[src/eif_pkg.sv]
// package: register map, field positions and codes for the external interrupt filter
package eif_pkg;
  // ==========================================================================
  // register byte offsets
  localparam logic [7:0] OFS_CTRL = 8'h00;
  localparam logic [7:0] OFS_MODE = 8'h04;
  localparam logic [7:0] OFS_CFG1 = 8'h08;
  localparam logic [7:0] OFS_CFG2 = 8'h0C;
  localparam logic [7:0] OFS_CFG3 = 8'h10;
  localparam logic [7:0] OFS_CFG4 = 8'h14;
  localparam logic [7:0] OFS_STAT = 8'h18;
  // ==========================================================================
  // control register fields
  localparam int CTRL_GATE_BIT = 0;
  localparam int CTRL_MASTER_BIT = 1;
  localparam int CTRL_EN_LSB = 8;
  // ==========================================================================
  // per-source config fields
  localparam int CFG_NC_LSB = 0;
  localparam int CFG_ES_LSB = 2;
  localparam int CFG_LVL_BIT = 4;
  // ==========================================================================
  // status fields
  localparam int STAT_FILT_LSB = 0;
  // ==========================================================================
  // reset values
  localparam logic [1:0] NC_RESET = 2'h0;
  localparam logic [1:0] ES_RESET = 2'h0;
  localparam logic [5:0] EN_RESET = 6'h00;
  // ==========================================================================
  // trigger select codes
  localparam logic [1:0] ES_RISE = 2'h0;
  localparam logic [1:0] ES_FALL = 2'h1;
  localparam logic [1:0] ES_BOTH = 2'h2;
  localparam logic [1:0] ES_HIGH = 2'h3;
  // ==========================================================================
  // sampling interval codes and prescaler masks
  localparam logic [1:0] NC_DIV1 = 2'h0;
  localparam logic [1:0] NC_DIV4 = 2'h1;
  localparam logic [1:0] NC_DIV8 = 2'h2;
  localparam logic [1:0] NC_DIV16 = 2'h3;
  localparam logic [3:0] PRE_MASK4 = 4'h3;
  localparam logic [3:0] PRE_MASK8 = 4'h7;
  localparam logic [3:0] PRE_MASK16 = 4'hF;
  // ==========================================================================
  // slow mode: low-frequency clock divided by 4
  localparam logic [1:0] SLOW_DIV_LAST = 2'h3;
  // ==========================================================================
  // operating modes
  typedef enum logic [1:0] {
    EIF_FAST = 2'b00,
    EIF_SLOW = 2'b01,
    EIF_HALT = 2'b10
  } eif_mode_t;
  localparam int NUM_SRC = 6;
endpackage

[src/eif_top.sv]
// module: six-pin external interrupt noise filter and trigger detector with wishbone registers
//
// Local design decisions: the register offsets and the Wishbone slave port.
`timescale 1ns/1ns
`default_nettype none
// Behaviour
// only sources one to four have programmable trigger and filter timing
// source zero requests on filtered falling edge of its active-low pin
// fast fixed sources reject under one clock, accept two clocks
// slow mode rejects under four low-freq periods, accepts eight
// sources one to three: 00 rise, 01 fall, 10 both, 11 reserved
// source four also offers a high-level trigger
// each configurable request captures the filtered level in a readable bit
// fast configurable filter accepts a level after three equal samples
// fast configurable reject under two intervals, accept over three plus one
// a request passes only with master and source enable set
// gate bit zero stops the logic; one runs it
// reset clears the gate bit
// software sets the gate bit before touching source configuration
// a gate change may produce a spurious request
// software disables a source before gate or mode changes and waits
// interval code selects clock divided by 1, 4, 8 or 16
// slow mode samples at low-freq divided by four, two equal samples
// halted modes stop sampling and requests until run resumes
// captured level reads zero after reset, refreshed on every request
// each pin passes a two-flop synchroniser before the filter
// filtered levels start low at reset
module eif_top #(
  parameter int LF_DIV = 7629
) (
  input wire logic clk_i,
  input wire logic rst_i,
  input wire logic wb_cyc_i,
  input wire logic wb_stb_i,
  input wire logic wb_we_i,
  input wire logic [7:0] wb_adr_i,
  input wire logic [3:0] wb_sel_i,
  input wire logic [31:0] wb_dat_i,
  output logic [31:0] wb_dat_o,
  output logic wb_ack_o,
  input wire logic ext_irq_pin_zero_n_i,
  input wire logic ext_irq_pin_one_i,
  input wire logic ext_irq_pin_two_i,
  input wire logic ext_irq_pin_three_i,
  input wire logic ext_irq_pin_four_i,
  input wire logic ext_irq_pin_five_i,
  output logic [5:0] irq_req_o
);
  localparam int N = eif_pkg::NUM_SRC;
  localparam int LFW = $clog2(LF_DIV + 1);

  // ==========================================================================
  // registers
  logic ext_irq_clock_gate_reg;
  logic master_irq_enable_reg;
  logic [N-1:0] enable_reg;
  logic [1:0] mode_reg;
  logic [1:0] nc_reg [N];
  logic [1:0] es_reg [N];
  logic [N-1:0] captured_level_reg;
  logic ack_reg;
  logic [31:0] rdata_reg;
  logic [5:0] irq_req_reg;
  logic [N-1:0] sync1_reg;
  logic [N-1:0] sync2_reg;
  logic [N-1:0] filt_reg;
  logic [N-1:0] prev_reg;
  logic [3:0] pre_reg;
  logic [LFW-1:0] lf_reg;
  logic [1:0] slow_div_reg;
  logic slow_tick;
  logic run;
  logic fast;
  logic [N-1:0] tick;
  logic [N-1:0] ev;
  logic [N-1:0] pins;
  logic wr_en;
  logic rd_en;

  assign pins = {ext_irq_pin_five_i, ext_irq_pin_four_i, ext_irq_pin_three_i,
                 ext_irq_pin_two_i, ext_irq_pin_one_i, ext_irq_pin_zero_n_i};
  assign run = ext_irq_clock_gate_reg && (mode_reg == eif_pkg::EIF_FAST || mode_reg == eif_pkg::EIF_SLOW);
  assign fast = mode_reg == eif_pkg::EIF_FAST;
  assign wr_en = wb_cyc_i && wb_stb_i && wb_we_i && ack_reg;
  assign rd_en = wb_cyc_i && wb_stb_i && !ack_reg;

  // ==========================================================================
  // wishbone handshake
  always_ff @(posedge clk_i) begin
    if (rst_i) begin
      ack_reg <= 1'b0;
    end else begin
      ack_reg <= wb_cyc_i && wb_stb_i && !ack_reg;
    end
  end

  always_ff @(posedge clk_i) begin
    if (rst_i) begin
      rdata_reg <= 32'h0000_0000;
    end else if (rd_en) begin
      rdata_reg <= 32'h0000_0000;
      unique case (wb_adr_i)
        eif_pkg::OFS_CTRL: begin
          rdata_reg[eif_pkg::CTRL_GATE_BIT] <= ext_irq_clock_gate_reg;
          rdata_reg[eif_pkg::CTRL_MASTER_BIT] <= master_irq_enable_reg;
          rdata_reg[eif_pkg::CTRL_EN_LSB +: N] <= enable_reg;
        end
        eif_pkg::OFS_MODE: rdata_reg[1:0] <= mode_reg;
        eif_pkg::OFS_CFG1, eif_pkg::OFS_CFG2, eif_pkg::OFS_CFG3, eif_pkg::OFS_CFG4: begin
          for (int k = 1; k <= 4; k++) begin
            if (wb_adr_i == eif_pkg::OFS_CFG1 + 8'(4 * (k - 1))) begin
              rdata_reg[eif_pkg::CFG_NC_LSB +: 2] <= nc_reg[k];
              rdata_reg[eif_pkg::CFG_ES_LSB +: 2] <= es_reg[k];
              rdata_reg[eif_pkg::CFG_LVL_BIT] <= captured_level_reg[k];
            end
          end
        end
        eif_pkg::OFS_STAT: rdata_reg[eif_pkg::STAT_FILT_LSB +: N] <= filt_reg;
        default: rdata_reg <= 32'h0000_0000;
      endcase
    end
  end

  // ==========================================================================
  // control and mode registers
  always_ff @(posedge clk_i) begin
    if (rst_i) begin
      ext_irq_clock_gate_reg <= 1'b0;
      master_irq_enable_reg <= 1'b0;
      enable_reg <= eif_pkg::EN_RESET;
      mode_reg <= eif_pkg::EIF_FAST;
    end else if (wr_en && wb_sel_i[0] && wb_adr_i == eif_pkg::OFS_CTRL) begin
      ext_irq_clock_gate_reg <= wb_dat_i[eif_pkg::CTRL_GATE_BIT];
      master_irq_enable_reg <= wb_dat_i[eif_pkg::CTRL_MASTER_BIT];
      if (wb_sel_i[1]) begin
        enable_reg <= wb_dat_i[eif_pkg::CTRL_EN_LSB +: N];
      end
    end else if (wr_en && wb_sel_i[1] && wb_adr_i == eif_pkg::OFS_CTRL) begin
      enable_reg <= wb_dat_i[eif_pkg::CTRL_EN_LSB +: N];
    end else if (wr_en && wb_sel_i[0] && wb_adr_i == eif_pkg::OFS_MODE) begin
      mode_reg <= wb_dat_i[1:0];
    end
  end

  // ==========================================================================
  // synchroniser
  always_ff @(posedge clk_i) begin
    if (rst_i) begin
      sync1_reg <= '0;
      sync2_reg <= '0;
    end else begin
      sync1_reg <= pins;
      sync2_reg <= sync1_reg;
    end
  end

  // ==========================================================================
  // prescalers
  always_ff @(posedge clk_i) begin
    if (rst_i) begin
      pre_reg <= 4'h0;
    end else if (run) begin
      pre_reg <= pre_reg + 4'h1;
    end
  end

  always_ff @(posedge clk_i) begin
    if (rst_i) begin
      lf_reg <= '0;
      slow_div_reg <= 2'h0;
      slow_tick <= 1'b0;
    end else begin
      slow_tick <= 1'b0;
      if (lf_reg == LFW'(LF_DIV - 1)) begin
        lf_reg <= '0;
        slow_div_reg <= slow_div_reg + 2'h1;
        slow_tick <= slow_div_reg == eif_pkg::SLOW_DIV_LAST;
      end else begin
        lf_reg <= lf_reg + LFW'(1);
      end
    end
  end

  // ==========================================================================
  // per-source filter and trigger
  generate
    for (genvar i = 0; i < N; i++) begin : gen_src
      localparam bit FIXED = (i == 0) || (i == N - 1);
      logic [1:0] hist;
      logic need3;
      logic ftick;

      always_comb begin
        ftick = 1'b1;
        if (!FIXED) begin
          unique case (nc_reg[i])
            eif_pkg::NC_DIV1: ftick = 1'b1;
            eif_pkg::NC_DIV4: ftick = (pre_reg & eif_pkg::PRE_MASK4) == eif_pkg::PRE_MASK4;
            eif_pkg::NC_DIV8: ftick = (pre_reg & eif_pkg::PRE_MASK8) == eif_pkg::PRE_MASK8;
            eif_pkg::NC_DIV16: ftick = pre_reg == eif_pkg::PRE_MASK16;
          endcase
        end
      end
      assign need3 = fast && !FIXED;
      assign tick[i] = run && (fast ? ftick : slow_tick);

      always_ff @(posedge clk_i) begin
        if (rst_i) begin
          hist <= 2'h0;
          filt_reg[i] <= 1'b0;
        end else if (tick[i]) begin
          hist <= {hist[0], sync2_reg[i]};
          if (need3 && hist == {2{sync2_reg[i]}}) begin
            filt_reg[i] <= sync2_reg[i];
          end else if (!need3 && hist[0] == sync2_reg[i]) begin
            filt_reg[i] <= sync2_reg[i];
          end
        end
      end

      always_comb begin
        ev[i] = 1'b0;
        if (run) begin
          if (FIXED) begin
            ev[i] = prev_reg[i] && !filt_reg[i];
          end else begin
            unique case (es_reg[i])
              eif_pkg::ES_RISE: ev[i] = filt_reg[i] && !prev_reg[i];
              eif_pkg::ES_FALL: ev[i] = prev_reg[i] && !filt_reg[i];
              eif_pkg::ES_BOTH: ev[i] = prev_reg[i] != filt_reg[i];
              eif_pkg::ES_HIGH: ev[i] = (i == 4) && filt_reg[i];
            endcase
          end
        end
      end

      if (FIXED) begin : gen_fixed_cfg
        assign nc_reg[i] = eif_pkg::NC_RESET;
        assign es_reg[i] = eif_pkg::ES_FALL;
        assign captured_level_reg[i] = 1'b0;
      end else begin : gen_cfg
        always_ff @(posedge clk_i) begin
          if (rst_i) begin
            nc_reg[i] <= eif_pkg::NC_RESET;
            es_reg[i] <= eif_pkg::ES_RESET;
          end else if (wr_en && wb_sel_i[0] && wb_adr_i == eif_pkg::OFS_CFG1 + 8'(4 * (i - 1))) begin
            nc_reg[i] <= wb_dat_i[eif_pkg::CFG_NC_LSB +: 2];
            es_reg[i] <= wb_dat_i[eif_pkg::CFG_ES_LSB +: 2];
          end
        end
        always_ff @(posedge clk_i) begin
          if (rst_i) begin
            captured_level_reg[i] <= 1'b0;
          end else if (ev[i]) begin
            captured_level_reg[i] <= filt_reg[i];
          end
        end
      end
    end
  endgenerate

  // ==========================================================================
  // edge history and request output
  always_ff @(posedge clk_i) begin
    if (rst_i) begin
      prev_reg <= '0;
      irq_req_reg <= 6'h00;
    end else begin
      prev_reg <= filt_reg;
      irq_req_reg <= ev & enable_reg & {N{master_irq_enable_reg}};
    end
  end

  assign irq_req_o = irq_req_reg;
  assign wb_ack_o = ack_reg;
  assign wb_dat_o = rdata_reg;
endmodule // eif_top
`default_nettype wire

[config.mk]
export PLATFORM = sky130hd
export DESIGN_NAME = eif_top
export DESIGN_NICKNAME = d
export VERILOG_FILES = /design/src/eif_pkg.sv /design/src/eif_top.sv
export SDC_FILE = /design/constraint.sdc
export NUM_CORES = 1
export LEC_CHECK = 0
export ABC_AREA = 1
export BUFFER_PORTS_ARGS = -buffer_cell sky130_fd_sc_hd__buf_2
export CAP_MARGIN = 15
export CORE_MARGIN = 10
export CORE_UTILIZATION = 34
export CTS_CLUSTER_SIZE = 20
export DETAILED_ROUTE_END_ITERATION = 6
export PLACE_DENSITY = 0.61
export SYNTH_ARGS = -nofsm -noshare
export SYNTH_HDL_FRONTEND = slang
export SYNTH_SLANG_ARGS = --single-unit
export TNS_END_PERCENT = 10
[constraint.sdc]
create_clock -name clk_i -period 1.6 [get_ports clk_i]
set_input_delay 0.16 -clock clk_i [delete_from_list [all_inputs] [get_ports clk_i]]
set_output_delay 0.16 -clock clk_i [all_outputs]
set_load 0.05 [all_outputs]
==> impl_metrics.csv <==
group,metric,value,unit
cts,cts_sinks,103,
finish,drive_above_1_share,0.194,
worst_setup_path,worstSetupStartpointType,"register",
worst_setup_path,critPathMaxFanout,4,
finish,antennaDiodeCount,0,
worst_setup_path,crit_type,"register to register",
timing,hold_ws,18.8,ps
finish,syn_to_final_growth,18.0,%
cts,insertion_delay,350,ps
yosys,synth_cell_types,42,
worst_setup_path,max_stage_delay,360,ps
yosys,avgSynthCellArea,7.47,sq um
finish,fillers,1370,
hold_path,worstHoldPathType,"input pin to register",
worst_setup_path,slowest_stage,"dfxtp_2",
worst_setup_path,crit_arrival,1740,ps
worst_setup_path,end_kind,"register",
cts,holdBufCountCts,0,
cts,ctsHtreeMaxLevel,3,
pwr,p_leak,2.32,nW
worst_setup_path,worstRegToRegCells,6,
timing,setup_viol,0,
die,dieArea,18800,sq um
pwr,power_density,937,nW/um^2
die,chipWidth,137,um
global_route,grt_max_degree,56,
global_route,grt_usage,0.120,
status,status,"completed",
drt,dr.pass1.iters,4,
drt,post_drt_via_cell_ratio,4.68,
timing,fin_skew,6.57,ps
timing,drv_slew,0,
finish,nNetsFinal,760,
yosys,seq_area_frac_synth,0.441,
die,rows,42,
drt,postRouteAntennaNets,0,
timing,period_share,0.951,
die,io_pins,94,
global_route,grt_pass1_vias,3953,
pwr,peakVddDrop,0.000635,V
cts,clk_pin_slew,70,ps
timing,period_minus_slack,1520,ps
drt,first_iter_violations,205,
drt,vias,4082,
global_route,grt-ovfl-total,0,
yosys,post_synth_instance_area,4680,sq um
timing,max_freq,657,MHz
drt,drc,0,
yosys,synth_warnings,0,
timing,grt_setup_unrepaired,"true",
timing,final-hold-violation-count,0,
placement,io_buffer_count,49,
cts,cts_tree,"yes",
hold_path,whs_path_depth,3,
drt,wl,11.2,mm
finish,design_area,5520,sq um
worst_setup_path,crit_required,1820,ps
drt,wire_per_inst,12.9,um
die,die_h,137,um
finish,largest_register_ffs,13,
cts,clockBufferDepth,2,
die,core_area,13300,sq um
worst_setup_path,crit_chain,"inv_1 -> ha_1 -> o21ai_0 -> o311ai_2 -> o21ai_0 -> a21oi_1",
global_route,antenna_found_initial,0,
global_route,grt_pass1_wl,18.3,mm
run,maxCapViolCount,0,
cts,cts_root_buffer,"clkbuf_16",
worst_setup_path,cp_common_cell,"o21ai_0",
cts,cts_buffers,9,
die,initial_core_util,0.350,
placement,dp_hpwl,8.49,mm
yosys,ys_ff_latch,103,
yosys,synthCells,626,
placement,post_dp_cell_area,5140,sq um
placement,gp_congestion,0.824,
## path summary, 6_finish.rpt
kind | from | endpoint | slack, ps
worst min-delay path | ext_irq_pin_zero_n_i | sync1_reg[0] | 20
worst max-delay path | filt_reg[1] | captured_level_reg[1] | 80
worst max register to register | filt_reg[1] | captured_level_reg[1] | 80
worst min register to register | sync1_reg[3] | sync2_reg[3] | 400
## repair_timing
action | CTS | global route
gates resized for setup | 0 | 20
buffers inserted | 0 | 2
setup endpoints to repair | 0 | 17
## through the flow
step	setup WS (ps)	utilization	instances	power, W	setup TNS (ps)
2_1_floorplan	61.0	-	645	0.00299	0
4_1_cts	11.8	0.407	870	0.00523	0
6_report	78.5	0.413	872	0.00517	0
5_1_grt	-49.8	0.413	872	0.00536	-64.0
3_3_place_gp	52.3	0.385	855	0.00306	0
3_5_place_dp	32.9	0.385	855	0.00307	0
## Yosys cell counts
master / number / area (sq um)
a211oi_1: 2 / 15.0
a21oi_1: 56 / 280
a21oi_2: 2 / 17.5
and3_1: 1 / 6.26
buf_1: 1 / 3.75
buf_2: 2 / 10.0
buf_4: 20 / 150
buf_6: 2 / 22.5
clkbuf_1: 8 / 30.0
clkinv_2: 1 / 5.00
conb_1: 1 / 3.75
dfxtp_1: 103 / 2060
ha_1: 13 / 163
inv_1: 76 / 285
inv_2: 10 / 37.5
nand2_1: 85 / 319
nand2_2: 7 / 43.8
nand3_1: 35 / 175
nand3_2: 1 / 10.0
nand4_1: 6 / 37.5
nand4_2: 1 / 12.5
nor2_1: 78 / 293
nor2_2: 10 / 62.6
nor2_4: 4 / 45.0
nor3_1: 9 / 45.0
nor3_2: 1 / 10.0
nor3_4: 1 / 16.3
nor3b_1: 7 / 52.6
o2111ai_1: 2 / 17.5
o211ai_1: 2 / 15.0
o21a_1: 1 / 7.51
o21ai_0: 59 / 295
o21ai_1: 7 / 35.0
o21ai_2: 1 / 8.76
o21bai_1: 2 / 15.0
o311ai_0: 1 / 8.76
o311ai_1: 2 / 17.5
or2_0: 1 / 6.26
or2_1: 1 / 6.26
or2_2: 2 / 12.5
xnor2_1: 1 / 8.76
xor2_1: 1 / 8.76
## critical path: cells and delay by family, from the launching register on
family | cells | cell delay, ps
compound gates | 4 | 700
fa+ha+maj | 1 | 280
flops | 1 | 360
buf+inv | 1 | 70
## cells in the final DEF (no fill, tap or decap), types with 4 or more instances in the layout
cell type | Yosys | final
dfxtp_1 | 103 | 98
nand2_1 | 85 | 85
nor2_1 | 78 | 78
inv_1 | 76 | 75
a21oi_1 | 56 | 56
o21ai_0 | 59 | 55
buf_2 | 2 | 49
nand3_1 | 35 | 35
conb_1 | 1 | 20
buf_4 | 20 | 18
o21ai_1 | 7 | 11
ha_1 | 13 | 11
inv_2 | 10 | 10
nor3_1 | 9 | 9
clkbuf_16 | 0 | 9
nor2_2 | 10 | 8
nand2_2 | 7 | 7
nor2_4 | 4 | 6
nand4_1 | 6 | 6
nor3b_1 | 7 | 6
dfxtp_2 | 0 | 4
## power breakdown
group | leakage, nW | total, W | internal [W] | switching (W)
Clock | 0.135 | 0.00216 | 0.00121 | 0.000953
Sequential | 0.837 | 0.00262 | 0.00260 | 0.0000182
Combinational | 1.34 | 0.000392 | 0.0000913 | 0.000301
Total | 2.32 | 0.00517 | 0.00390 | 0.00127
## layer usage
metal,part of all wire,vias to the layer above,track usage,wire (um)
met2,0.49,91,0.204,5490
met5,0,-,0,0
met1,0.43,1850,0.139,4820
li1,-,2126,-,-
met4,0.017,0,0.0504,190
met3,0.064,15,0.0346,719
## logic make-up (layout without fill, tap and decap cells)
kind of cell | after synthesis | in the layout | share of synthesized area
xor+xnor | 2 | 2 | 0.00375
other cells | 1 | 20 | 0.000802
buf+inv | 120 | 171 | 0.116
compound gates | 137 | 137 | 0.157
flops | 103 | 103 | 0.441
fa+ha+maj | 13 | 13 | 0.0348
simple gates | 250 | 250 | 0.247
## cell type report
type	instances	area (sq um)	share of cell area
clock buffer	10	229	0.0415
sequential	103	2070	0.375
tap	176	220	0.0399
timing repair buffer	69	420	0.0762
inverter	87	330	0.0599
clock inverter	5	58.8	0.0107
multi-input combinational	422	2190	0.396
Power figures use the tool's default switching activity.
